===== src/rtl/dip_params.svh =====
`ifndef DIP_PARAMS_SVH
`define DIP_PARAMS_SVH
// ==================================================================
// pipeline shape
`define DIP_STAGE_COUNT 8
`define DIP_ISSUE_WIDTH 2
// ==================================================================
// result latencies in cycles (timer loads are latency minus one)
`define DIP_LAT_ALU_EARLY 7'd1
`define DIP_LAT_ALU_LATE 7'd3
`define DIP_LAT_LOAD 7'd3
`define DIP_LAT_MUL 7'd3
`define DIP_LAT_CSR_READ 7'd1
`define DIP_LATE_SLACK 7'd2
`define DIP_TIMER_DIV_PENDING 7'h7F
`define DIP_DIV_BASE 7'd2
`define DIP_DIV_MIN 7'd6
`define DIP_DIV_MAX 7'd68
// ==================================================================
// penalties in cycles
`define DIP_CSR_FLUSH_CYCLES 7'd7
`define DIP_STORE_HIT_CYCLES 7'd5
// ==================================================================
// tight data memory
`define DIP_TDM_BYTES 8192
`define DIP_TDM_ADDR_BITS 13
`define DIP_TDM_BASE 64'h0000_0000_8000_0000
`define DIP_TDM_LAT_WIDE 2
`define DIP_TDM_LAT_NARROW 3
`define DIP_STORE_DEPTH 4
`endif


===== src/rtl/dip_pkg.sv =====
package dip_pkg;
  // ================================================================
  // instruction classes seen at the issue point
  typedef enum logic [3:0] {
    DIP_ALU = 4'h0,
    DIP_BRANCH = 4'h1,
    DIP_JUMP = 4'h2,
    DIP_LOAD = 4'h3,
    DIP_STORE = 4'h4,
    DIP_MUL = 4'h5,
    DIP_DIV = 4'h6,
    DIP_CSR_READ = 4'h7,
    DIP_CSR_WRITE = 4'h8,
    DIP_LRSC = 4'h9,
    DIP_NOP = 4'hF
  } dip_class_type;
  // ================================================================
  // issue control modes
  typedef enum logic [2:0] {
    DIP_RUN = 3'b001,
    DIP_FLUSH = 3'b010,
    DIP_PENALTY = 3'b100
  } dip_mode_type;
  // access size codes: byte, half, word, double
  typedef logic [1:0] dip_size_type;
endpackage : dip_pkg


===== src/rtl/dip_pipeline_ctrl.sv =====
`timescale 1ns/100ps
`include "dip_params.svh"
module dip_pipeline_ctrl
  import dip_pkg::*;
#(
  parameter bit FAST_IO = 1'b1,
  parameter int STORE_DEPTH = `DIP_STORE_DEPTH
)(
  input wire logic core_clk,
  input wire logic rst,
  input wire logic [1:0] slotValid,
  input wire dip_class_type [1:0] slotClass,
  input wire logic [1:0][4:0] slotRd,
  input wire logic [1:0][4:0] slotRs1,
  input wire logic [1:0][4:0] slotRs2,
  input wire logic [1:0] slotAddrRs1,
  input wire logic [1:0] slotCsrFlush,
  output logic [1:0] issue,
  input wire logic [63:0] memAddr,
  input wire logic [63:0] memBase,
  input wire dip_size_type memSize,
  input wire logic [63:0] memData,
  input wire logic [6:0] divLogDividend,
  input wire logic [6:0] divLogDivisor,
  input wire logic divNegIn,
  input wire logic divNegOut,
  output logic divDone,
  output logic flush,
  output logic trapMisaligned,
  output logic trapAccess,
  output logic tdmReq,
  output logic tdmWrite,
  output logic [`DIP_TDM_ADDR_BITS-1:0] tdmAddr,
  output logic [63:0] tdmWdata,
  output logic loadDone,
  input wire logic ioReady,
  output logic ioReq,
  output logic ioWrite,
  output logic [63:0] ioAddr,
  input wire logic ioRespValid,
  output logic ioLoadDone,
  input wire logic fetchValid,
  input wire logic [63:0] fetchAddr,
  output logic icacheFill,
  output logic [1:0] retireCount,
  output logic [`DIP_STAGE_COUNT-1:0] stageBusy
);
  localparam int AW = `DIP_TDM_ADDR_BITS;
  // ================================================================
  // elaboration checks
  initial
  begin
    if ((1 << AW) != `DIP_TDM_BYTES)
      $error("tight memory window does not match its size");
    if (STORE_DEPTH < 1)
      $error("store pipeline needs at least one entry");
  end
  // ================================================================
  // helpers
  function automatic logic inTdm(input logic [63:0] a);
    inTdm = (a[63:AW] == `DIP_TDM_BASE >> AW);
  endfunction : inTdm
  function automatic logic misaligned(input logic [63:0] a,
                                      input dip_size_type s);
    misaligned = ((a[2:0] & (3'((4'h1 << s) - 4'h1))) != 3'h0);
  endfunction : misaligned
  function automatic logic isMem(input dip_class_type c);
    isMem = (c == DIP_LOAD) || (c == DIP_STORE) || (c == DIP_LRSC);
  endfunction : isMem
  function automatic logic isMulDiv(input dip_class_type c);
    isMulDiv = (c == DIP_MUL) || (c == DIP_DIV);
  endfunction : isMulDiv
  function automatic logic isCtl(input dip_class_type c);
    isCtl = (c == DIP_BRANCH) || (c == DIP_JUMP);
  endfunction : isCtl
  function automatic logic isCsr(input dip_class_type c);
    isCsr = (c == DIP_CSR_READ) || (c == DIP_CSR_WRITE);
  endfunction : isCsr
  // operand needed at agen entry (early) or may arrive by mem2
  function automatic logic srcOk(input logic [6:0] t, input logic early);
    srcOk = early ? (t == 7'h00) : (t <= `DIP_LATE_SLACK);
  endfunction : srcOk
  // divide latency, held inside its documented range
  function automatic logic [6:0] divLat(input logic [6:0] ld,
                                        input logic [6:0] ls,
                                        input logic ni, input logic no);
    logic [7:0] raw;
    raw = 8'(`DIP_DIV_BASE) + ((ld > ls) ? 8'(ld - ls) : 8'h00)
          + 8'(ni) + 8'(no);
    if (raw < 8'(`DIP_DIV_MIN))
      raw = 8'(`DIP_DIV_MIN);
    if (raw > 8'(`DIP_DIV_MAX))
      raw = 8'(`DIP_DIV_MAX);
    divLat = 7'(raw);
  endfunction : divLat
  // ================================================================
  // all registered state of the controller
  typedef struct packed {
    dip_mode_type mode;          // run, flush or penalty
    logic [6:0] waitCount;       // cycles left in flush or penalty
    logic [31:0][6:0] ready;     // per register cycles to bypass
    logic divBusy;               // iterative divider running
    logic [6:0] divCount;        // cycles left in divide
    logic [4:0] divRd;           // divide destination
    logic divDone;               // divide result pulse
    logic [2:0] loadPipe;        // tight load completion shifter
    logic replay;                // io prediction was wrong
    logic ioGap;                 // half rate lockout without fast io
    logic ioReq;
    logic ioWrite;
    logic [63:0] ioAddr;
    logic ioLoadDone;
    logic tdmReq;
    logic tdmWrite;
    logic [AW-1:0] tdmAddr;
    logic [63:0] tdmWdata;
    logic trapMis;
    logic trapAcc;
    logic flush;
    logic icacheFill;
    logic [5:0][1:0] stageCnt;   // occupancy d1,d2,ag,m1,m2,wb
  } dip_state_type;
  dip_state_type state;
  dip_state_type next_state;
  // ================================================================
  // store pipeline toward the tight memory
  logic sqPush;
  logic sqReady;
  logic sqIdle;
  logic sqCommit;
  logic [AW-1:0] sqCommitAddr;
  logic [63:0] sqCommitData;
  logic sqHit;
  dip_store_queue #(
    .DEPTH(STORE_DEPTH),
    .AW(AW)
  ) storeQueue (
    .core_clk(core_clk),
    .rst(rst),
    .pushValid(sqPush),
    .pushReady(sqReady),
    .pushAddr(memAddr[AW-1:0]),
    .pushData(memData),
    .memIdle(sqIdle),
    .commitValid(sqCommit),
    .commitAddr(sqCommitAddr),
    .commitData(sqCommitData),
    .probeAddr(memAddr[AW-1:0]),
    .probeHit(sqHit)
  );
  // ================================================================
  // per-slot hazard and resource decisions
  logic [1:0] hazard;            // raw or waw on the scoreboard
  logic [1:0][6:0] slotLat;      // timer load of each slot's result
  logic memSlot;                 // which slot holds the memory op
  logic memPresent;              // a memory op is offered
  logic memIsTdm;                // actual target is the tight memory
  logic memPredIo;               // base register predicts io
  logic memTrapMis;
  logic memTrapAcc;
  logic memStall;                // memory op cannot go this cycle
  logic memPenalty;              // load meets a pending store
  logic pairOk;
  always_comb
  begin
    for (int s = 0; s < 2; s++)
    begin
      logic e1;
      logic e2;
      logic late;
      e1 = slotAddrRs1[s] || isMulDiv(slotClass[s]);
      e2 = isMulDiv(slotClass[s]);
      late = (state.ready[slotRs1[s]] != 7'h00)
             || (state.ready[slotRs2[s]] != 7'h00);
      unique case (slotClass[s])
        DIP_ALU: slotLat[s] = (late ? `DIP_LAT_ALU_LATE
                              : `DIP_LAT_ALU_EARLY) - 7'd1;
        DIP_LOAD: slotLat[s] = `DIP_LAT_LOAD - 7'd1;
        DIP_MUL: slotLat[s] = `DIP_LAT_MUL - 7'd1;
        DIP_CSR_READ: slotLat[s] = `DIP_LAT_CSR_READ - 7'd1;
        DIP_DIV: slotLat[s] = `DIP_TIMER_DIV_PENDING;
        default: slotLat[s] = 7'h00;
      endcase
      // only read-after-write and write-after-write stall issue
      hazard[s] = !srcOk(state.ready[slotRs1[s]], e1)
                  || !srcOk(state.ready[slotRs2[s]], e2)
                  || (slotRd[s] != 5'h00
                      && state.ready[slotRd[s]] > slotLat[s]);
    end
    memSlot = !isMem(slotClass[0]);
    memPresent = slotValid[memSlot] && isMem(slotClass[memSlot]);
    memIsTdm = inTdm(memAddr);
    memPredIo = !inTdm(memBase) && !state.replay;
    memTrapMis = misaligned(memAddr, memSize);
    memTrapAcc = (slotClass[memSlot] == DIP_LRSC);
    memPenalty = memPresent && memIsTdm && !memTrapMis && !memTrapAcc
                 && (slotClass[memSlot] == DIP_LOAD) && sqHit;
    memStall = 1'b0;
    if (memPresent && !memTrapMis && !memTrapAcc)
    begin
      if (memPredIo == memIsTdm)
        memStall = 1'b1; // a wrong io guess costs one replay cycle; a wrong tight guess keeps stalling
      else if (memIsTdm)
        memStall = memPenalty
                   || (slotClass[memSlot] == DIP_STORE && !sqReady);
      else
        memStall = !ioReady
                   || (state.ioGap && slotClass[memSlot] == DIP_LOAD);
    end
    // dual-issue resource limits
    pairOk = !(isMem(slotClass[0]) && isMem(slotClass[1]))
             && !(isCtl(slotClass[0]) && isCtl(slotClass[1]))
             && !(isMulDiv(slotClass[0]) && isMulDiv(slotClass[1]))
             && !isCsr(slotClass[0]) && !isCsr(slotClass[1])
             && !(slotRd[0] != 5'h00
                  && (slotRs1[1] == slotRd[0] || slotRs2[1] == slotRd[0]
                      || slotRd[1] == slotRd[0]));
  end
  // ================================================================
  // issue decision: slot one only travels with slot zero
  always_comb
  begin
    issue = 2'b00;
    if (state.mode == DIP_RUN && slotValid[0] && !hazard[0]
        && !(slotClass[0] == DIP_DIV && state.divBusy)
        && !(memSlot == 1'b0 && memStall))
    begin
      issue[0] = 1'b1;
      if (slotValid[1] && !hazard[1] && pairOk
          && !(slotClass[1] == DIP_DIV && state.divBusy)
          && !(memSlot == 1'b1 && memStall)
          && !(memSlot == 1'b0 && (memTrapMis || memTrapAcc)))
        issue[1] = 1'b1;
    end
  end
  // ================================================================
  // memory routing for the issuing memory op
  logic memGo;
  logic tdmLoadGo;
  always_comb
  begin
    memGo = memPresent && issue[memSlot] && !memTrapMis && !memTrapAcc;
    tdmLoadGo = memGo && memIsTdm && slotClass[memSlot] == DIP_LOAD;
    sqPush = memGo && memIsTdm && slotClass[memSlot] == DIP_STORE;
    sqIdle = !tdmLoadGo; // stores use only idle cycles
  end
  // ================================================================
  // next-state logic
  always_comb
  begin
    next_state = state;
    next_state.flush = 1'b0;
    next_state.trapMis = 1'b0;
    next_state.trapAcc = 1'b0;
    next_state.divDone = 1'b0;
    next_state.tdmReq = 1'b0;
    next_state.ioReq = 1'b0;
    next_state.replay = 1'b0;
    next_state.ioGap = 1'b0;
    // scoreboard countdown; divide entry waits for the divider
    for (int r = 1; r < 32; r++)
      if (state.ready[r] != 7'h00
          && state.ready[r] != `DIP_TIMER_DIV_PENDING)
        next_state.ready[r] = state.ready[r] - 7'd1;
    // iterative divider
    if (state.divBusy)
    begin
      if (state.divCount == 7'h00)
      begin
        next_state.divBusy = 1'b0;
        next_state.divDone = 1'b1;
        if (state.ready[state.divRd] == `DIP_TIMER_DIV_PENDING)
          next_state.ready[state.divRd] = 7'h00;
      end
      else
        next_state.divCount = state.divCount - 7'd1;
    end
    // scoreboard entries for issued instructions
    for (int s = 0; s < 2; s++)
      if (issue[s])
      begin
        if (slotRd[s] != 5'h00 && slotClass[s] != DIP_STORE
            && !isCtl(slotClass[s]) && slotClass[s] != DIP_LRSC)
          next_state.ready[slotRd[s]] = slotLat[s];
        if (slotClass[s] == DIP_DIV)
        begin
          next_state.divBusy = 1'b1;
          next_state.divRd = slotRd[s];
          // done pulse and freed result land on the latency's own cycle
          next_state.divCount = divLat(divLogDividend, divLogDivisor,
                                       divNegIn, divNegOut) - 7'd2;
        end
      end
    // occupancy walks d1 to d2 and ag to wb one stage per cycle; ag loads the issue count
    next_state.stageCnt[0] = 2'(slotValid[0]) + 2'(slotValid[1]);
    next_state.stageCnt[1] = state.stageCnt[0];
    next_state.stageCnt[2] = 2'(issue[0]) + 2'(issue[1]);
    for (int k = 3; k < 6; k++)
      next_state.stageCnt[k] = state.stageCnt[k-1];
    // tight load completion, two cycles wide, three narrow
    next_state.loadPipe = {1'b0, state.loadPipe[2:1]};
    if (tdmLoadGo)
    begin
      if (memSize >= 2'd2)
        next_state.loadPipe[`DIP_TDM_LAT_WIDE-1] = 1'b1;
      else
        next_state.loadPipe[`DIP_TDM_LAT_NARROW-1] = 1'b1;
      next_state.tdmReq = 1'b1;
      next_state.tdmWrite = 1'b0;
      next_state.tdmAddr = memAddr[AW-1:0];
    end
    else if (sqCommit)
    begin
      next_state.tdmReq = 1'b1;
      next_state.tdmWrite = 1'b1;
      next_state.tdmAddr = sqCommitAddr;
      next_state.tdmWdata = sqCommitData;
    end
    // mapped io, all accesses non-cacheable
    if (memGo && !memIsTdm)
    begin
      next_state.ioReq = 1'b1;
      next_state.ioWrite = (slotClass[memSlot] == DIP_STORE);
      next_state.ioAddr = memAddr;
      next_state.ioGap = !FAST_IO && slotClass[memSlot] == DIP_LOAD;
    end
    // wrong prediction: retry next cycle predicting the tight memory
    if (memPresent && state.mode == DIP_RUN && !state.replay
        && memPredIo == memIsTdm && !memTrapMis && !memTrapAcc)
      next_state.replay = 1'b1;
    // response path independent of requests
    next_state.ioLoadDone = ioRespValid;
    // instruction fetch out of tight memory goes via icache
    next_state.icacheFill = fetchValid && inTdm(fetchAddr);
    // mode sequencing
    unique case (state.mode)
      DIP_RUN:
      begin
        if (memPresent && issue[memSlot] && (memTrapMis || memTrapAcc))
        begin
          next_state.trapMis = memTrapMis;
          next_state.trapAcc = !memTrapMis && memTrapAcc;
          next_state.flush = 1'b1;
          next_state.mode = DIP_FLUSH;
          next_state.waitCount = `DIP_CSR_FLUSH_CYCLES - 7'd2;
        end
        else if (issue[0] && slotClass[0] == DIP_CSR_WRITE
                 && slotCsrFlush[0])
        begin
          next_state.flush = 1'b1;
          next_state.mode = DIP_FLUSH;
          next_state.waitCount = `DIP_CSR_FLUSH_CYCLES - 7'd2;
        end
        else if (state.mode == DIP_RUN && !issue[0] && memPenalty
                 && memSlot == 1'b0)
        begin
          next_state.mode = DIP_PENALTY;
          next_state.waitCount = `DIP_STORE_HIT_CYCLES - 7'd2;
        end
      end
      DIP_FLUSH, DIP_PENALTY:
      begin
        if (state.waitCount == 7'h00)
          next_state.mode = DIP_RUN;
        else
          next_state.waitCount = state.waitCount - 7'd1;
      end
      default:
        next_state.mode = DIP_RUN;
    endcase
    // a flush empties only the two decode stages, d1 and d2
    if (state.flush)
    begin
      next_state.stageCnt[0] = 2'h0;
      next_state.stageCnt[1] = 2'h0;
    end
  end
  // ================================================================
  // state register
  always_ff @(posedge core_clk or posedge rst)
  begin
    if (rst)
    begin
      state <= '0;
      state.mode <= DIP_RUN;
    end
    else
      state <= next_state;
  end
  // ================================================================
  // outputs from the state register, except the combinational issue and stageBusy bit zero taken from fetchValid
  assign divDone = state.divDone;
  assign flush = state.flush;
  assign trapMisaligned = state.trapMis;
  assign trapAccess = state.trapAcc;
  assign tdmReq = state.tdmReq;
  assign tdmWrite = state.tdmWrite;
  assign tdmAddr = state.tdmAddr;
  assign tdmWdata = state.tdmWdata;
  assign loadDone = state.loadPipe[0];
  assign ioReq = state.ioReq;
  assign ioWrite = state.ioWrite;
  assign ioAddr = state.ioAddr;
  assign ioLoadDone = state.ioLoadDone;
  assign icacheFill = state.icacheFill;
  assign retireCount = state.stageCnt[5];
  // fetch stages follow the fetch request, later stages occupancy
  assign stageBusy = {state.stageCnt[5] != 2'h0,
                      state.stageCnt[4] != 2'h0,
                      state.stageCnt[3] != 2'h0,
                      state.stageCnt[2] != 2'h0,
                      state.stageCnt[1] != 2'h0,
                      state.stageCnt[0] != 2'h0,
                      state.icacheFill, fetchValid};
endmodule : dip_pipeline_ctrl


===== src/rtl/dip_store_queue.sv =====
`timescale 1ns/100ps
`include "dip_params.svh"
module dip_store_queue
  import dip_pkg::*;
#(
  parameter int DEPTH = `DIP_STORE_DEPTH,
  parameter int AW = `DIP_TDM_ADDR_BITS
)(
  input wire logic core_clk,
  input wire logic rst,
  input wire logic pushValid,
  output logic pushReady,
  input wire logic [AW-1:0] pushAddr,
  input wire logic [63:0] pushData,
  input wire logic memIdle,
  output logic commitValid,
  output logic [AW-1:0] commitAddr,
  output logic [63:0] commitData,
  input wire logic [AW-1:0] probeAddr,
  output logic probeHit
);
  // ================================================================
  // elaboration check
  initial
  begin
    if (DEPTH < 1 || DEPTH > 15)
      $error("store queue depth out of range");
  end
  // ================================================================
  // state: entry array plus count, head at index zero
  typedef struct packed {
    logic [DEPTH-1:0][AW-1:0] addr; // queued addresses
    logic [DEPTH-1:0][63:0] data;   // queued store data
    logic [3:0] count;              // occupied entries
  } dip_sq_state_type;
  dip_sq_state_type state;
  dip_sq_state_type next_state;
  logic pop;
  logic push;
  // handshake outputs are combinational
  assign pushReady = (state.count < 4'(DEPTH));
  assign commitValid = memIdle && (state.count != 4'h0);
  assign commitAddr = state.addr[0];
  assign commitData = state.data[0];
  // ================================================================
  // a load compares against every pending entry
  always_comb
  begin
    probeHit = 1'b0;
    for (int i = 0; i < DEPTH; i++)
      if (4'(i) < state.count && state.addr[i] == probeAddr)
        probeHit = 1'b1;
  end
  // ================================================================
  // commit only when the memory is idle; shift queue on commit
  always_comb
  begin
    next_state = state;
    pop = commitValid;
    push = pushValid && pushReady;
    if (pop)
    begin
      for (int i = 0; i < DEPTH - 1; i++)
      begin
        next_state.addr[i] = state.addr[i+1];
        next_state.data[i] = state.data[i+1];
      end
    end
    if (push)
    begin
      next_state.addr[state.count - 4'(pop)] = pushAddr;
      next_state.data[state.count - 4'(pop)] = pushData;
    end
    next_state.count = state.count + 4'(push) - 4'(pop);
  end
  always_ff @(posedge core_clk or posedge rst)
  begin
    if (rst)
      state <= '0;
    else
      state <= next_state;
  end
endmodule : dip_store_queue


===== config.mk =====
export PLATFORM = sky130hd
export DESIGN_NAME = dip_pipeline_ctrl
export DESIGN_NICKNAME = d
export VERILOG_FILES = /design/src/rtl/dip_pkg.sv /design/src/rtl/dip_pipeline_ctrl.sv /design/src/rtl/dip_store_queue.sv
export VERILOG_INCLUDE_DIRS = /design/src /design/src/rtl
export SDC_FILE = /design/constraint.sdc
export NUM_CORES = 2
export LEC_CHECK = 0
export ABC_CLOCK_PERIOD_IN_PS = 44500
export BUFFER_PORTS_ARGS = -buffer_cell sky130_fd_sc_hd__buf_2
export CAP_MARGIN = 20
export CORE_AREA = 4 4 308 386
export CTS_CLUSTER_DIAMETER = 50
export CTS_CLUSTER_SIZE = 8
export DETAILED_ROUTE_END_ITERATION = 10
export DIE_AREA = 0 0 312 390
export HOLD_SLACK_MARGIN = 0.08
export SYNTH_ARGS = -nofsm -noshare
export SYNTH_HDL_FRONTEND = slang
export SYNTH_SLANG_ARGS = --single-unit

===== constraint.sdc =====
create_clock -name core_clk -period 44.5 [get_ports core_clk]
set_input_delay 2.225 -clock core_clk [delete_from_list [all_inputs] [get_ports core_clk]]
set_output_delay 2.225 -clock core_clk [all_outputs]
set_load 0.005 [all_outputs]

# [Yosys cells after proc, flatten, opt, wreduce, memory -nomap -nowiden]
# Index checks and enable logic that the tools add are counted.
[op_classes] bitwise=4 n_addsub=47 eq_ne=74 n_mux=128 n_reduce_logical=218 magnitude_cmp=29 shifts=1
[ops] cell="$mux 224" count=3
[ops] cell="$mux 237" count=2
[ops] cell="$bwmux 224" count=2
[ops] cell="$mux 7" count=49
[ops] cell="$mux 295" count=1
[ops] cell="$bwmux 256" count=1
[ops] cell="$bmux 7 s5" count=7
[ops] cell="$reduce_bool 7->1" count=35
[ops] cell="$mux 232" count=1
[ops] cell="$sub 7x1->7 const B" count=33
[ops] cell="$mux 225" count=1
[ops] cell="$and 224x224->224" count=1
[ops] cell="$not 224->224" count=1
[ops] cell="$ne 7x7->1 const B" count=31
[ops] cell="$mux 192" count=1
[ops] cell="$eq 51x19->1 const B" count=3
[ops] cell="$demux 64 s2" count=1
[ops] cell="$demux 7 s5" count=3
[ops] cell="$logic_and 1x1->1" count=103
[ops] cell="$mux 79" count=1
[ops] cell="$mux 66" count=1
[ops] cell="$mux 64" count=1
[ops] cell="$bwmux 52" count=1
[ops] cell="$eq 13x13->1" count=4
[ops] cell="other kinds (62)" count=214
[totals] inputBits=323 wordCells=569 regBits=727

# [Depth between registers and ports, before layout]
[depth] depth_word=41 ltp_mapped=36

# [Modules after synthesis]
# From an unflattened synthesis, not the netlist that was laid out.
[unflattened] cells_unflattened=5712 area_unflattened_um2=50837.5
[by_module_without_submodules] mod="dip_pipeline_ctrl" instances=1 area_per_inst_um2=36207.2 cells_each=4102
[by_module_without_submodules] mod="dip_store_queue" instances=1 area_per_inst_um2=14630.3 cells_each=1610

# [Worst setup path before layout]
# No wires, ideal clock.
[synth_timing] path_type="input -> register" from="input port slotRs1[1] (netlist name)" to="register storeQueue.state, in the netlist storeQueue.commitAddr[0]" path_slack_ps=35222 path_stages=33 arrival_time_ps=9200 required_ps=44423 setup_time_ps=77 cell_sequence="buf_2 buf_2 clkbuf_1 mux4_2 mux4_2 nor2b_1 a311oi_1 nand3_1 o21ai_0 a221o_1 ha_1 nor2b_1 o21a_1 o21ai_0 nand2_1 a221oi_1 nand2_1 a211oi_1 nand2_1 o41ai_1 buf_2 buf_4 buf_4 inv_1 ha_1 inv_1 ha_1 or4_1 or4_1 buf_2 buf_2 clkbuf_1 a21oi_1"
[synth_lines] element="start, declared" line="dip_pipeline_ctrl.sv:14" rtl="input wire logic [1:0][4:0] slotRs1,"
[synth_lines] element="end signal, assigned" line="dip_store_queue.sv:81" rtl="state <= next_state;"
[synth_lines] element="end, declared" line="dip_store_queue.sv:36" rtl="dip_sq_state_type state;"

==> implementation parameters <==
Parameter                              Value

Power
  Portion of total power attributed to the clock network    26.1%
  Power per standard cell area    52.9 mW/mm²
  Portion of total power attributed to combinational logic    36.2%
  Peak supply drop    38.9 µV
  Static leakage power    26.8 nW
  Power spent charging and discharging nets    1.23 mW
  Net switching fraction of the power    41.7%
  P_int    1.72 mW
  Share of power burned in registers    37.7%

Global routing
  Wire length of the first global-routing pass    278 mm
  Via count of the first global-routing pass    41233
  Overall Global Routing Usage    30.3%
  Initial antenna violation count    28
  Remaining global-route overflow    0
  Largest net degree at the start of global routing    173

Timing
  Worst-case clock skew    34.0 ps
  Max Clock Freq    83.1 MHz
  Min Hold Slack    351 ps
  Unrepaired setup endpoints after global routing    no
  Worst-margin pin slew    1360 ps
  Final total negative setup slack    0 ps
  Max Transition Viols Final    0
  Slew headroom    9.17%
  Final critical delay including setup and external delays    12030 ps
  Number of failing hold endpoints at the final stage    0
  Post-route fraction of the period consumed by the critical path    27.0%
  Final setup viols    0

Route
  Detailed Route WL    189 mm
  Via count    43228
  Initial detailed-routing violation count    5157
  WL per Instance    27.4 µm
  DR pass1 iterations    7
  Antenna-violating nets left    0
  Number of DRC violations after detailed routing    0
  Via-per-instance ratio    6.25

Clock tree
  Post-CTS Hold Fix Bufs    0
  Buffer cell driving the clock tree root    sky130_fd_sc_hd__clkbuf_16
  Num CTS Buffers    107
  Number of H-tree levels    3
  Total clock sinks    726
  TritonCTS clock tree    yes
  Maximum count of clock buffers along a single path    3
  Post-cts sizing count    0
  Clock latency of the later-clocked register in the worst-skew pair    730 ps
  Post-CTS clock slew at the launch and capture registers of the worst setup and hold paths    50 ps
  Post-CTS repair timing setup buffer count    0

Yosys
  Number of flops mapped to enable cells by yosys    0
  Post-Syn Area    0.0504 mm²
  Post-synthesis instance total    5288
  Sequential area share after synthesis    36.1%
  Netlist cell types    94
  Average cell area after synthesis    9.52 µm²
  Cell taking the most area after synthesis    sky130_fd_sc_hd__dfrtp_1
  Top cell types by occurrence after synthesis    725 x sky130_fd_sc_hd__dfrtp_1, 665 x sky130_fd_sc_hd__nor2_1, 460 x sky130_fd_sc_hd__a21oi_1
  Register bit count reported by yosys    726
  Synth top area share    36.0%
  Post-synth ARST share    100%
  Most frequent cell after synthesis    sky130_fd_sc_hd__dfrtp_1
  Yosys synthesis warning count    0
  Net Count, Synth    5743
  Most used DFF post-synth    sky130_fd_sc_hd__dfrtp_1
  Cell types with the largest area share after synthesis    sky130_fd_sc_hd__dfrtp_1 36%, sky130_fd_sc_hd__mux4_2 8.7%, sky130_fd_sc_hd__mux2i_1 7.9%

Die
  Placeable Area    0.115 mm²
  Die Wd    312 µm
  Die area    0.122 mm²
  I/O pin count    487
  Starting density of the core    43.9%
  Floorplan die height    390 µm
  Std cell rows    139

Worst setup path
  Minimum setup slack among reg-to-reg paths    33870 ps
  Largest fanout of any net on the critical path    79
  Reg2Reg Depth    28
  Critical path required time    45050 ps
  Crit Path Category    primary input to register
  Kind of start point of the critical path    primary input
  Cell with the biggest individual delay on the critical path    sky130_fd_sc_hd__nor2b_1
  Crit end category    register
  Start of the worst register-to-register path    state[200]$_DFF_PP0_
  Critical path arrival    12580 ps
  Worst flop-to-flop path endpoint    storeQueue.state[105]$_DFF_PP0_
  Highest cell delay on the worst timing path    970 ps

Run
  Number of max-capacitance violations reported    0

Placement
  Detailed placement HPWL    135 mm
  Last weighted congestion value of the routability-driven placer    1.09
  Total of buffers placed on input and output ports    459

Worst hold path
  Origin of the worst min-delay path    next_state[8]$_DFF_PP0_
  Classification of the worst-slack hold path    register to register
  Hold path cells    0
  Destination of the worst hold path    next_state[10]$_DFF_PP0_

Final layout
  Area growth from synthesis to layout    10.8%
  Fraction of layout instances using a drive strength above 1    22.2%
  Final layout net count    5822

Run status
  Outcome    finished, final reports clean
area by class of cell:
class                           count  area (µm²)
Tap cell                         1480        1850
Sequential cell                   726       18200
Inverter                          128         488
Antenna cell                       24        60.1
Fill cell                       10799       59000
Clock buffer                      131        2790
Timing Repair Buffer              569        3200
Multi-Input combinational cell   3835       28900
Clock inverter                     19         357
worst max-delay path, delay by kind of cell:
kind	cells	cell delay, ps
and+or+nand+nor	6	3630
buffers and inverters	6	2630
adders and majority gates	3	940
AOI/OAI and AO/OA	14	2960
stage by stage:
| stage | worst slack (ps) | std cells | cell area (µm²) | power, mW | util (%) |
|---|---|---|---|---|---|
| 4_1_cts | 32980 | 6878 | 55600 | 2.91 | 48.5 |
| 6_report | 32470 | 6912 | 55800 | 2.95 | 48.6 |
| 5_1_grt | 32050 | 6902 | 55800 | 3.10 | 48.6 |
| 2_1_floorplan | 21910 | 5288 | 50400 | 1.75 | - |
| 3_3_place_gp | 32240 | 6726 | 52500 | 2.11 | 45.7 |
| 3_5_place_dp | 32240 | 6728 | 52500 | 2.12 | 45.7 |
logic make-up (layout without fill, tap and decap cells):
group                      count (synthesis)  count (layout)  synth area share (%)
buffers and inverters                    727             847                  6.92
muxes                                    804             804                  21.6
adders and majority gates                133             133                  3.34
AOI/OAI and AO/OA                        921             921                  11.2
DFF                                      726             726                  36.1
other                                      0              24                     0
xor gates and xnor gates                 277             277                  4.82
and+or+nand+nor                         1700            1700                  16.1
routing by layer:
metal | global-route usage, % | share of wire (%) | vias up
li1 | - | - | 18998
met1 | 37.0 | 37 | 21119
met2 | 46.3 | 44 | 2360
met3 | 7.94 | 9.6 | 739
met4 | 22.5 | 9.0 | 12
met5 | 0 | 0.059 | -
registers in the layout, indices dropped and copies added, names as in the netlist, 2 cells and up:
name                   count
storeQueue.state         235
storeQueue.commitData     64
retireCount                2
ioAddr                    64
storeQueue.commitAddr     13
next_state                 7
tdmWdata                  64
tdmAddr                   13
state                    253
how the worst max path moves through the flow:
stage / end / slack, ps / from
CTS: storeQueue.state[81]$_DFF_PP0_ / 32980 / slotRs1[2]
floorplan: divDone$_DFF_PP0_ / 21910 / rst
detailed placement: storeQueue.state[105]$_DFF_PP0_ / 32240 / slotRs1[2]
global placement: storeQueue.commitData[16]$_DFF_PP0_ / 32240 / slotRs1[2]
global route: storeQueue.state[97]$_DFF_PP0_ / 32050 / slotRs2[6]
finish: storeQueue.state[105]$_DFF_PP0_ / 32470 / slotRs2[6]
power groups by stage:
| stage | clock network (mW) | registers, mW | logic, mW |
|---|---|---|---|
| 6_report | 0.770 | 1.11 | 1.07 |
| 5_1_grt | 0.818 | 1.12 | 1.16 |
| 4_1_cts | 0.790 | 1.09 | 1.03 |
| 3_5_place_dp | 0 | 1.10 | 1.02 |
| 3_3_place_gp | 0 | 1.10 | 1.01 |
| 2_1_floorplan | 0 | 0.853 | 0.896 |
layout by cell type (no fill, tap or decap), drive strengths merged, types with 9 or more instances in the layout:
master / netlist / layout
inv: 126 / 130
nor2b: 32 / 32
a21oi: 461 / 461
o31ai: 18 / 18
o22ai: 54 / 54
nor2: 665 / 665
o2111ai: 11 / 11
o21ai: 80 / 80
or2: 20 / 20
buf: 277 / 565
and2: 32 / 32
a211oi: 22 / 22
or3: 18 / 18
nand2b: 16 / 16
mux2i: 397 / 397
nor4b: 15 / 15
a31oi: 38 / 38
xnor2: 164 / 164
mux4: 194 / 194
clkbuf: 322 / 135
nor3b: 11 / 11
mux2: 213 / 213
or4: 13 / 13
a41oi: 9 / 9
and3: 21 / 21
ha: 129 / 129
dfrtp: 725 / 725
a32oi: 25 / 25
nor3: 175 / 175
nand4: 102 / 102
xor2: 113 / 113
a22oi: 119 / 119
nor4: 83 / 83
clkinv: 2 / 11
nand3: 105 / 105
diode: 0 / 24
nand2: 368 / 368
(Power assumes the default switching activity.)
